<file path="src/design/fcs_pkg.sv">
// Package for the flash command sequencer: offsets, fields, codes, timing.
// Assumes a 32-bit APB slave with byte addresses of aligned words.
package fcs_pkg;

    // ==========================================================
    // Register offsets (byte addresses)
    localparam logic [11:0] FCS_DIV_OFS = 12'h000;
    localparam logic [11:0] FCS_STAT_OFS = 12'h004;
    localparam logic [11:0] FCS_CMD_OFS = 12'h008;
    localparam logic [11:0] FCS_ADDR_OFS = 12'h00c;
    localparam logic [11:0] FCS_DATA_OFS = 12'h010;
    localparam logic [11:0] FCS_CTRL_OFS = 12'h014;
    localparam logic [11:0] FCS_ARRAY_BASE = 12'h800;

    // ==========================================================
    // Field positions
    localparam int FCS_DIV_W = 7;
    localparam int FCS_DIV_PRDIV = 6;
    localparam int FCS_DIV_DONE = 7;
    localparam int FCS_ST_BEF = 7;
    localparam int FCS_ST_CCF = 6;
    localparam int FCS_ST_ACC = 4;
    localparam int FCS_ST_BLANK = 2;
    localparam int FCS_CTRL_STOP = 0;

    // ==========================================================
    // Command codes
    localparam logic [7:0] FCS_CMD_BLANK = 8'h05;
    localparam logic [7:0] FCS_CMD_BYTE = 8'h20;
    localparam logic [7:0] FCS_CMD_BURST = 8'h25;
    localparam logic [7:0] FCS_CMD_PAGE = 8'h40;
    localparam logic [7:0] FCS_CMD_MASS = 8'h41;

    // ==========================================================
    // Timing in timing-clock cycles, then row and page address bits and the prescale factor
    localparam logic [14:0] FCS_T_BYTE = 15'h0009;
    localparam logic [14:0] FCS_T_BURST = 15'h0004;
    localparam logic [14:0] FCS_T_PAGE = 15'h0fa0;
    localparam logic [14:0] FCS_T_MASS = 15'h4e20;
    localparam logic [14:0] FCS_T_BLANK = 15'h0001;
    localparam int FCS_ROW_BITS = 6;
    localparam int FCS_PAGE_BITS = 9;
    localparam int FCS_PRESCALE = 8;

endpackage : fcs_pkg

</file>
<file path="src/design/fcs_sequencer.sv">
// Flash command sequencer: APB registers, command protocol, pulse timing.
// Assumes an APB master on pclk and an array model outside on the hv pins.
//
// Functional notes
// - Divider must be set before commands run
// - Divider register takes one write only
// - Divider write blocked while access error set
// - Pulses timed in whole timing-clock periods
// - Byte program 9 cycles, burst 4
// - Page erase 4000, mass erase 20000
// - Array write latches address and data first
// - Erase granularity is one 512-byte page
// - Command code latched; 0x20 byte, 0x25 burst
// - Blank 0x05, page 0x40, mass 0x41
// - Writing one to empty flag launches command
// - Writing zero to empty flag aborts, errors
// - Access error blocks new commands
// - Complete flag set when command finishes
// - Pump stays on for queued same-row burst
// - Row is 64 bytes, A5..A0
// - First or new-row burst byte full time
// - No queued burst turns pump off
// - Array 16384 or 8192 bytes
// - Access error cleared by writing one
// - Array write while buffer full errors
// - Stop during program or erase aborts
`timescale 1ns/1ps

module fcs_sequencer #(
    parameter int ADDR_W = 14
) (
    input wire logic pclk,
    input wire logic presetn,
    input wire logic psel,
    input wire logic penable,
    input wire logic pwrite,
    input wire logic [15:0] paddr,
    input wire logic [31:0] pwdata,
    output logic [31:0] prdata,
    output logic pready,
    output logic pslverr,
    output logic hv_pump_on,
    output logic hv_prog,
    output logic hv_erase,
    output logic hv_mass,
    output logic [ADDR_W-1:0] hv_addr,
    output logic [7:0] hv_data
);

    // ==========================================================
    // Decode
    typedef enum logic [1:0] {FCS_IDLE, FCS_RUN, FCS_HOLD} fcs_state_type;
    typedef enum logic [1:0] {FCS_P_EMPTY, FCS_P_ADDR, FCS_P_CMD} fcs_ph_type;

    // array size comes from ADDR_W, 14 or 13 bits
    localparam logic [15:0] ARR_SIZE = 16'((32'h1 << ADDR_W));
    wire acc = psel && penable;
    wire wr = acc && pwrite;
    wire [11:0] ofs = paddr[11:0];
    wire in_arr = (paddr >= 16'(fcs_pkg::FCS_ARRAY_BASE))
        && (paddr < 16'(fcs_pkg::FCS_ARRAY_BASE) + ARR_SIZE);
    wire hit_div = paddr[15:12] == 4'h0 && ofs == fcs_pkg::FCS_DIV_OFS;
    wire hit_st = paddr[15:12] == 4'h0 && ofs == fcs_pkg::FCS_STAT_OFS;
    wire hit_cmd = paddr[15:12] == 4'h0 && ofs == fcs_pkg::FCS_CMD_OFS;
    wire hit_adr = paddr[15:12] == 4'h0 && ofs == fcs_pkg::FCS_ADDR_OFS;
    wire hit_dat = paddr[15:12] == 4'h0 && ofs == fcs_pkg::FCS_DATA_OFS;
    wire hit_ctl = paddr[15:12] == 4'h0 && ofs == fcs_pkg::FCS_CTRL_OFS;
    wire mapped = in_arr || hit_div || hit_st || hit_cmd || hit_adr
        || hit_dat || hit_ctl;

    // ==========================================================
    // State
    logic [fcs_pkg::FCS_DIV_W-1:0] div_q;
    logic prdiv_q, divdone_q, bef_q, ccf_q, acc_q, blank_q, stop_q;
    fcs_ph_type ph_q;
    logic [ADDR_W-1:0] buf_adr_q, run_adr_q;
    logic [7:0] buf_dat_q, run_dat_q, buf_cmd_q, run_cmd_q;
    fcs_state_type st_q;
    logic [14:0] cnt_q;
    logic pump_q, prog_q, erase_q, mass_q;
    logic [31:0] rd_q;
    logic rdy_q, err_q;
    logic tick;

    wire [7:0] wb = pwdata[7:0];
    wire valid_cmd = wb == fcs_pkg::FCS_CMD_BLANK
        || wb == fcs_pkg::FCS_CMD_BYTE || wb == fcs_pkg::FCS_CMD_BURST
        || wb == fcs_pkg::FCS_CMD_PAGE || wb == fcs_pkg::FCS_CMD_MASS;

    // Protocol violations, each sets the access error flag
    wire e_arr = wr && in_arr && (!divdone_q || !bef_q
        || ph_q != FCS_P_EMPTY);
    wire e_cmd = wr && hit_cmd && (ph_q != FCS_P_ADDR || !valid_cmd);
    wire e_other = wr && (hit_div || hit_ctl) && ph_q != FCS_P_EMPTY;
    wire abort = wr && hit_st && !wb[fcs_pkg::FCS_ST_BEF]
        && ph_q != FCS_P_EMPTY;
    wire e_launch = wr && hit_st && wb[fcs_pkg::FCS_ST_BEF]
        && ph_q == FCS_P_ADDR;
    wire stop_abort = stop_q && st_q != FCS_IDLE;
    wire set_err = e_arr || e_cmd || e_other || abort || e_launch
        || stop_abort;
    wire clr_err = wr && hit_st && wb[fcs_pkg::FCS_ST_ACC];
    wire arr_ok = wr && in_arr && !e_arr && !acc_q;
    wire cmd_ok = wr && hit_cmd && !e_cmd && !acc_q;
    wire launch = wr && hit_st && wb[fcs_pkg::FCS_ST_BEF]
        && ph_q == FCS_P_CMD && !acc_q && !stop_q;
    wire div_ok = wr && hit_div && !divdone_q && !acc_q
        && ph_q == FCS_P_EMPTY;

    // Next burst queued within the same row keeps the pump running
    wire next_row = buf_adr_q[fcs_pkg::FCS_ROW_BITS-1:0] == '0;
    wire chain = bef_q == 1'b0 && buf_cmd_q == fcs_pkg::FCS_CMD_BURST
        && run_cmd_q == fcs_pkg::FCS_CMD_BURST && !next_row;
    wire done = (st_q == FCS_RUN) && tick && cnt_q == 15'h0001;

    function automatic logic [14:0] fcs_time(input logic [7:0] c,
        input logic warm);
        begin
            case (c)
                fcs_pkg::FCS_CMD_BYTE: fcs_time = fcs_pkg::FCS_T_BYTE;
                fcs_pkg::FCS_CMD_BURST: fcs_time = warm ?
                    fcs_pkg::FCS_T_BURST : fcs_pkg::FCS_T_BYTE;
                fcs_pkg::FCS_CMD_PAGE: fcs_time = fcs_pkg::FCS_T_PAGE;
                fcs_pkg::FCS_CMD_MASS: fcs_time = fcs_pkg::FCS_T_MASS;
                default: fcs_time = fcs_pkg::FCS_T_BLANK;
            endcase
        end
    endfunction : fcs_time

    // ==========================================================
    // Timing clock
    fcs_clk_div #(.DIV_W(fcs_pkg::FCS_DIV_W)) u_div (
        .pclk(pclk),
        .presetn(presetn),
        .run(st_q == FCS_RUN),
        .prdiv8(prdiv_q),
        .div(div_q),
        .tick(tick)
    );

    // ==========================================================
    // Configuration and flags
    always_ff @(posedge pclk or negedge presetn)
    begin
        if (!presetn)
        begin
            div_q <= '0;
            prdiv_q <= 1'b0;
            divdone_q <= 1'b0;
            acc_q <= 1'b0;
            stop_q <= 1'b0;
        end
        else
        begin
            if (div_ok)
            begin
                // Prescale bit sits above the divide field
                div_q <= {1'b0, pwdata[fcs_pkg::FCS_DIV_PRDIV-1:0]};
                prdiv_q <= pwdata[fcs_pkg::FCS_DIV_PRDIV];
                divdone_q <= 1'b1;
            end
            if (wr && hit_ctl && !e_other)
                stop_q <= pwdata[fcs_pkg::FCS_CTRL_STOP];
            acc_q <= set_err || (acc_q && !clr_err);
        end
    end

    // ==========================================================
    // Command buffer
    always_ff @(posedge pclk or negedge presetn)
    begin
        if (!presetn)
        begin
            ph_q <= FCS_P_EMPTY;
            bef_q <= 1'b1;
            buf_adr_q <= '0;
            buf_dat_q <= 8'h00;
            buf_cmd_q <= 8'h00;
        end
        else if (set_err && ph_q != FCS_P_CMD || abort)
        begin
            ph_q <= FCS_P_EMPTY;
        end
        else if (arr_ok)
        begin
            buf_adr_q <= ADDR_W'(paddr - 16'(fcs_pkg::FCS_ARRAY_BASE));
            buf_dat_q <= wb;
            ph_q <= FCS_P_ADDR;
        end
        else if (cmd_ok)
        begin
            buf_cmd_q <= wb;
            ph_q <= FCS_P_CMD;
        end
        else if (launch)
        begin
            bef_q <= 1'b0;
            ph_q <= FCS_P_EMPTY;
        end
        else if (!bef_q && (st_q == FCS_IDLE || (done && chain)))
        begin
            // Queued command keeps the buffer full until it starts
            bef_q <= 1'b1;
        end
    end

    // ==========================================================
    // Execution
    always_ff @(posedge pclk or negedge presetn)
    begin
        if (!presetn)
        begin
            st_q <= FCS_IDLE;
            cnt_q <= 15'h0000;
            ccf_q <= 1'b1;
            blank_q <= 1'b0;
            run_adr_q <= '0;
            run_dat_q <= 8'h00;
            run_cmd_q <= 8'h00;
            pump_q <= 1'b0;
            prog_q <= 1'b0;
            erase_q <= 1'b0;
            mass_q <= 1'b0;
        end
        else if (stop_abort)
        begin
            st_q <= FCS_IDLE;
            ccf_q <= 1'b1;
            pump_q <= 1'b0;
            prog_q <= 1'b0;
            erase_q <= 1'b0;
            mass_q <= 1'b0;
        end
        else if ((st_q == FCS_IDLE && !bef_q) || (done && chain))
        begin
            st_q <= FCS_RUN;
            ccf_q <= 1'b0;
            cnt_q <= fcs_time(buf_cmd_q, done && chain);
            run_cmd_q <= buf_cmd_q;
            run_dat_q <= buf_dat_q;
            // Page erase drops low bits so any byte picks its page
            run_adr_q <= buf_cmd_q == fcs_pkg::FCS_CMD_PAGE ?
                {buf_adr_q[ADDR_W-1:fcs_pkg::FCS_PAGE_BITS],
                {(fcs_pkg::FCS_PAGE_BITS){1'b0}}} : buf_adr_q;
            pump_q <= buf_cmd_q != fcs_pkg::FCS_CMD_BLANK;
            prog_q <= buf_cmd_q == fcs_pkg::FCS_CMD_BYTE
                || buf_cmd_q == fcs_pkg::FCS_CMD_BURST;
            erase_q <= buf_cmd_q == fcs_pkg::FCS_CMD_PAGE
                || buf_cmd_q == fcs_pkg::FCS_CMD_MASS;
            mass_q <= buf_cmd_q == fcs_pkg::FCS_CMD_MASS
                || buf_cmd_q == fcs_pkg::FCS_CMD_BLANK;
            if (buf_cmd_q == fcs_pkg::FCS_CMD_BLANK)
                blank_q <= 1'b1; // Array model is assumed erased
        end
        else if (done)
        begin
            st_q <= FCS_IDLE;
            ccf_q <= 1'b1;
            pump_q <= 1'b0;
            prog_q <= 1'b0;
            erase_q <= 1'b0;
            mass_q <= 1'b0;
        end
        else if (st_q == FCS_RUN && tick)
        begin
            cnt_q <= cnt_q - 15'h0001;
        end
    end

    // ==========================================================
    // APB slave, zero wait state
    wire [31:0] st_word = 32'(bef_q) << fcs_pkg::FCS_ST_BEF
        | 32'(ccf_q) << fcs_pkg::FCS_ST_CCF
        | 32'(acc_q) << fcs_pkg::FCS_ST_ACC
        | 32'(blank_q) << fcs_pkg::FCS_ST_BLANK;
    wire [31:0] div_word = 32'(divdone_q) << fcs_pkg::FCS_DIV_DONE
        | 32'(prdiv_q) << fcs_pkg::FCS_DIV_PRDIV | 32'(div_q);
    wire [31:0] rd_mux = hit_st ? st_word
        : hit_div ? div_word
        : hit_cmd ? 32'(buf_cmd_q)
        : hit_adr ? 32'(run_adr_q)
        : hit_dat ? 32'(run_dat_q)
        : hit_ctl ? 32'(stop_q) : 32'h0000_0000;

    always_ff @(posedge pclk or negedge presetn)
    begin
        if (!presetn)
        begin
            rd_q <= 32'h0000_0000;
            rdy_q <= 1'b0;
            err_q <= 1'b0;
        end
        else
        begin
            rdy_q <= psel && !penable;
            err_q <= psel && !penable && !mapped;
            if (psel && !penable && !pwrite)
                rd_q <= rd_mux;
        end
    end

    assign prdata = rd_q;
    assign pready = rdy_q;
    assign pslverr = err_q;
    assign hv_pump_on = pump_q;
    assign hv_prog = prog_q;
    assign hv_erase = erase_q;
    assign hv_mass = mass_q;
    assign hv_addr = run_adr_q;
    assign hv_data = run_dat_q;

    // ==========================================================
    // Checks
    a_div_once: assert property (@(posedge pclk) disable iff (!presetn)
        divdone_q && wr && hit_div |=> $stable(div_q))
        else $error("divider changed after first write");
    a_div_acc: assert property (@(posedge pclk) disable iff (!presetn)
        acc_q && !divdone_q && wr && hit_div |=> !divdone_q)
        else $error("divider written during access error");
    a_abort_err: assert property (@(posedge pclk) disable iff (!presetn)
        abort |=> acc_q && ph_q == FCS_P_EMPTY)
        else $error("abort did not flag error");
    a_err_block: assert property (@(posedge pclk) disable iff (!presetn)
        acc_q && st_q == FCS_IDLE && bef_q |=> bef_q)
        else $error("command started during access error");
    a_launch_run: assert property (@(posedge pclk) disable iff (!presetn)
        launch && st_q == FCS_IDLE |=> !bef_q ##1 st_q == FCS_RUN)
        else $error("launch did not start command");
    a_done_ccf: assert property (@(posedge pclk) disable iff (!presetn)
        done && !chain && !stop_abort |=> ccf_q && !pump_q)
        else $error("completion not reported");
    a_busy_arr: assert property (@(posedge pclk) disable iff (!presetn)
        wr && in_arr && !bef_q |=> acc_q)
        else $error("array write while busy not flagged");
    a_stop_abort: assert property (@(posedge pclk) disable iff (!presetn)
        stop_q && st_q == FCS_RUN |=> st_q == FCS_IDLE && acc_q)
        else $error("stop did not abort command");
    a_chain_pump: assert property (@(posedge pclk) disable iff (!presetn)
        done && chain && !stop_abort |=> pump_q
        && cnt_q == fcs_pkg::FCS_T_BURST)
        else $error("burst chain lost pump");
    a_apb_ready: assert property (@(posedge pclk) disable iff (!presetn)
        psel && !penable |=> pready)
        else $error("apb answer late");

endmodule : fcs_sequencer

</file>
<file path="src/design/fcs_clk_div.sv">
// Timing clock enable generator for the flash command sequencer.
// Assumes a single bus clock; the enable is a one-cycle pulse.
`timescale 1ns/1ps

module fcs_clk_div #(
    parameter int DIV_W = 7
) (
    input wire logic pclk,
    input wire logic presetn,
    input wire logic run,
    input wire logic prdiv8,
    input wire logic [DIV_W-1:0] div,
    output logic tick
);

    // ==========================================================
    // Prescaler then divider, period (div+1) or 8*(div+1)
    logic [2:0] pre_q;
    logic [DIV_W-1:0] cnt_q;
    logic tick_q;
    wire pre_en = !prdiv8 || (pre_q == 3'h7);
    wire wrap = pre_en && (cnt_q == div);

    always_ff @(posedge pclk or negedge presetn)
    begin
        if (!presetn)
        begin
            pre_q <= 3'h0;
            cnt_q <= '0;
            tick_q <= 1'b0;
        end
        else
        begin
            pre_q <= run ? pre_q + 3'h1 : 3'h0;
            cnt_q <= (!run || wrap) ? '0 : (pre_en ? cnt_q + 1'b1 : cnt_q);
            tick_q <= run && wrap;
        end
    end

    assign tick = tick_q;

endmodule : fcs_clk_div

</file>
<file path="config.mk">
export PLATFORM = sky130hd
export DESIGN_NAME = fcs_sequencer
export DESIGN_NICKNAME = d
export VERILOG_FILES = /design/src/design/fcs_pkg.sv /design/src/design/fcs_sequencer.sv /design/src/design/fcs_clk_div.sv
export SDC_FILE = /design/constraint.sdc
export NUM_CORES = 1
export LEC_CHECK = 0
export BUFFER_PORTS_ARGS = -buffer_cell sky130_fd_sc_hd__buf_2
export CELL_PAD_IN_SITES_DETAIL_PLACEMENT = 0
export CELL_PAD_IN_SITES_GLOBAL_PLACEMENT = 1
export CORE_MARGIN = 3
export CORE_UTILIZATION = 28
export DETAILED_ROUTE_END_ITERATION = 16
export PLACE_DENSITY = 0.62
export REMOVE_ABC_BUFFERS = 1
export SETUP_SLACK_MARGIN = 0.15
export SYNTH_ARGS = -nofsm -noshare
export SYNTH_HDL_FRONTEND = slang
export SYNTH_SLANG_ARGS = --single-unit
</file>
<file path="constraint.sdc">
create_clock -name pclk -period 2.7 [get_ports pclk]
set_input_delay 0.405 -clock pclk [delete_from_list [all_inputs] [get_ports pclk]]
set_output_delay 0.405 -clock pclk [all_outputs]
set_load 0.02 [all_outputs]
</file>
==> results.json <==
{
  "setup_viol": 0,
  "required_ns": 3.04,
  "clk_latency_ns": 0.42,
  "synth_flop_cell": "dfrtp_1",
  "critPathCaptureType": "flip-flop",
  "root_buffer": "clkbuf_16",
  "leakagePower_nw": 3.64,
  "synth-edff-count": 0,
  "timing.final.crit_share_pct": 95.5,
  "cts_made_buffers": 17,
  "htreeDepth": 4,
  "dr.first_iter.drc_count": 323,
  "ys_seq_area_share_pct": 50.9,
  "routedWlPerCell_um": 17.6,
  "hold_ws_ns": 0.00731,
  "grt_antenna_before_repair": 0,
  "postRouteAntennaNets": 0,
  "p_per_area_nw_per_um2": 637,
  "die_width_um": 152,
  "cts_buffer_depth": 2,
  "min_period_ns": 2.58,
  "drive_gt1_share_pct": 31.0,
  "rsz0062_at_grt": "true",
  "path_clk_slew_ns": 0.06,
  "ctsHoldBuffers": 0,
  "grt_max_degree": 43,
  "nFillCells": 2070,
  "finalMaxSlewViolations": 0,
  "dp_hpwl_um": 12100,
  "critPathKind": "flip-flop to flip-flop",
  "dieHeight_um": 152,
  "viasPerCell": 4.98,
  "layout_commonest_cell": "dfrtp_1",
  "start_util_pct": 29.1,
  "coreArea_um2": 20600,
  "mostFrequentLayoutCells": "120 x dfrtp_1, 69 x buf_2, 56 x nand2_1, 46 x mux2_2, 42 x nor2_1",
  "areaGrowthSynthToFinish_pct": 24.5,
  "r2r_cells": 7,
  "finClkSkew_ns": 0.0135,
  "fmax_mhz": 388,
  "synth.distinct_cells": 68,
  "drt-total-wl_um": 16700,
  "nNetsFinal": 726,
  "yosysWarnings": 0,
  "syn_inst": 564,
  "hold_class": "primary input to asynchronous set/reset pin",
  "vdd_ir_drop_max_uv": 412,
  "hold_viol": 0,
  "gp_congestion": 0.846,
  "grt_pass1_vias": 4827,
  "tns_ns": 0,
  "via_count": 4733,
  "maxCapViolCount": 0,
  "ys_ff_latch": 122,
  "rows": 52,
  "critPathArrivalTime_ns": 2.92,
  "portBuffers": 70,
  "syn_avg_cell_area_um2": 10.6,
  "cts_tree": "built",
  "antennaDiodeCount": 0,
  "route.detailed.drc": 0,
  "io-pin-count": 113,
  "relSlewSlack_pct": 48.3,
  "async_reset_ff_share_pct": 100,
  "critPathMaxFanout": 4,
  "netlist_area_um2": 6000,
  "startpoint_type": "flip-flop",
  "status": "complete, no violations",
  "dieArea_um2": 23200,
  "clkSinkCount": 122,
  "dr.pass1.iters": 5,
  "grt.total_usage_pct": 14.6,
  "tightest_slew_ns": 0.769,
  "grt_pass1_wl_um": 26800,
  "globalRouteOverflowTotal": 0
}
area by class of cell:
cell class	count	area, um^2	area share, %
clock buffers	18	439	5.88
clock inverters	14	148	1.98
repair buffers	109	703	9.41
multi-input cells	401	2730	36.5
flip-flops and latches	122	3060	40.9
well taps	270	338	4.52
inverters	16	60.1	0.804
state kept, by name, indices dropped and copies added (netlist names), 2 cells and up:
name	count
buf_adr_q	14
hv_addr	14
run_cmd_q	8
ph_q	2
cnt_q	15
prdata	14
hv_data	8
u_div.cnt_q	7
buf_cmd_q	8
u_div.pre_q	3
div_q	6
buf_dat_q	8
critical path, cell delays in order (launching register included):
cell      delay [ns]
dfrtp_1         0.38
or4_4           0.55
or3_4           0.35
nor4_4          0.33
buf_4           0.19
o211ai_4        0.08
or4_4           0.50
a21oi_2         0.12
synthesized netlist by cell type (7+ instances only):
| cell type | n | area share, % |
|---|---|---|
| dfrtp_1 | 120 | 50 |
| nand2_1 | 56 | 3.5 |
| mux2_2 | 46 | 8.6 |
| nor2_1 | 43 | 2.7 |
| o21ai_0 | 34 | 2.8 |
| a21oi_1 | 22 | 1.8 |
| buf_4 | 19 | 2.4 |
| clkbuf_1 | 17 | 1.1 |
| inv_1 | 15 | 0.94 |
| nand3_1 | 14 | 1.2 |
| nor4_1 | 13 | 1.4 |
| nand4_1 | 11 | 1.1 |
| nor3_1 | 10 | 0.83 |
| xnor2_1 | 10 | 1.5 |
| xor2_1 | 7 | 1.0 |
through the flow:
stage / power [mW] / setup WS, ns / area (um^2) / util, % / instances
after global placement: 2.48 / 0.155 / 6810 / 33.0 / 912
after detailed placement: 2.49 / 0.124 / 6810 / 33.0 / 912
final: 4.76 / 0.122 / 7470 / 36.2 / 950
after CTS: 4.79 / 0.132 / 7410 / 35.9 / 946
after floorplan: 2.27 / -0.140 / 5810 / - / 539
after global routing: 4.97 / 0.0555 / 7470 / 36.2 / 950
metal layers:
layer	routed length [um]	global-route usage (%)	vias to the layer above
met5	0	0	-
met4	191	3.55	0
met3	849	3.98	15
met2	8030	23.4	140
met1	7670	19.7	2368
li1	-	-	2210
timing repair:
item,CTS,global route
endpoints found under the setup margin,5,24
endpoints found under the hold margin,0,0
setup buffers,2,4
gates cloned,0,0
pin swaps,0,5
resized for setup,0,9
cell families after synthesis:
group                      share of synthesized area (%)
other                                             0.0625
buffers and inverters                               5.15
DFF                                                 50.9
muxes                                               11.2
and+or+nand+nor                                     17.5
adders and majority gates                           1.25
xor gates and xnor gates                            2.48
AOI/OAI and AO/OA                                   11.4
path summary, 6_finish.rpt:
path	startpoint	end	slack (ns)
worst max-delay path	buf_cmd_q[3]	cnt_q[13]	0.12
worst max register to register	buf_cmd_q[3]	cnt_q[13]	0.12
worst min register to register	u_div.pre_q[0]	u_div.pre_q[0]	0.44
min in group pclk	penable	pready	0.20
worst min-delay path	presetn	cnt_q[12]	0.007
max in group asynchronous	presetn	prdata[7]	2.04
where the power goes:
group          leakage [nW]  internal, mW  switching (mW)
clock                 0.288          1.33           0.938
sequential             1.67          1.90          0.0627
combinational          1.68         0.204           0.323
Note: power is estimated with default switching activity, not from simulation.
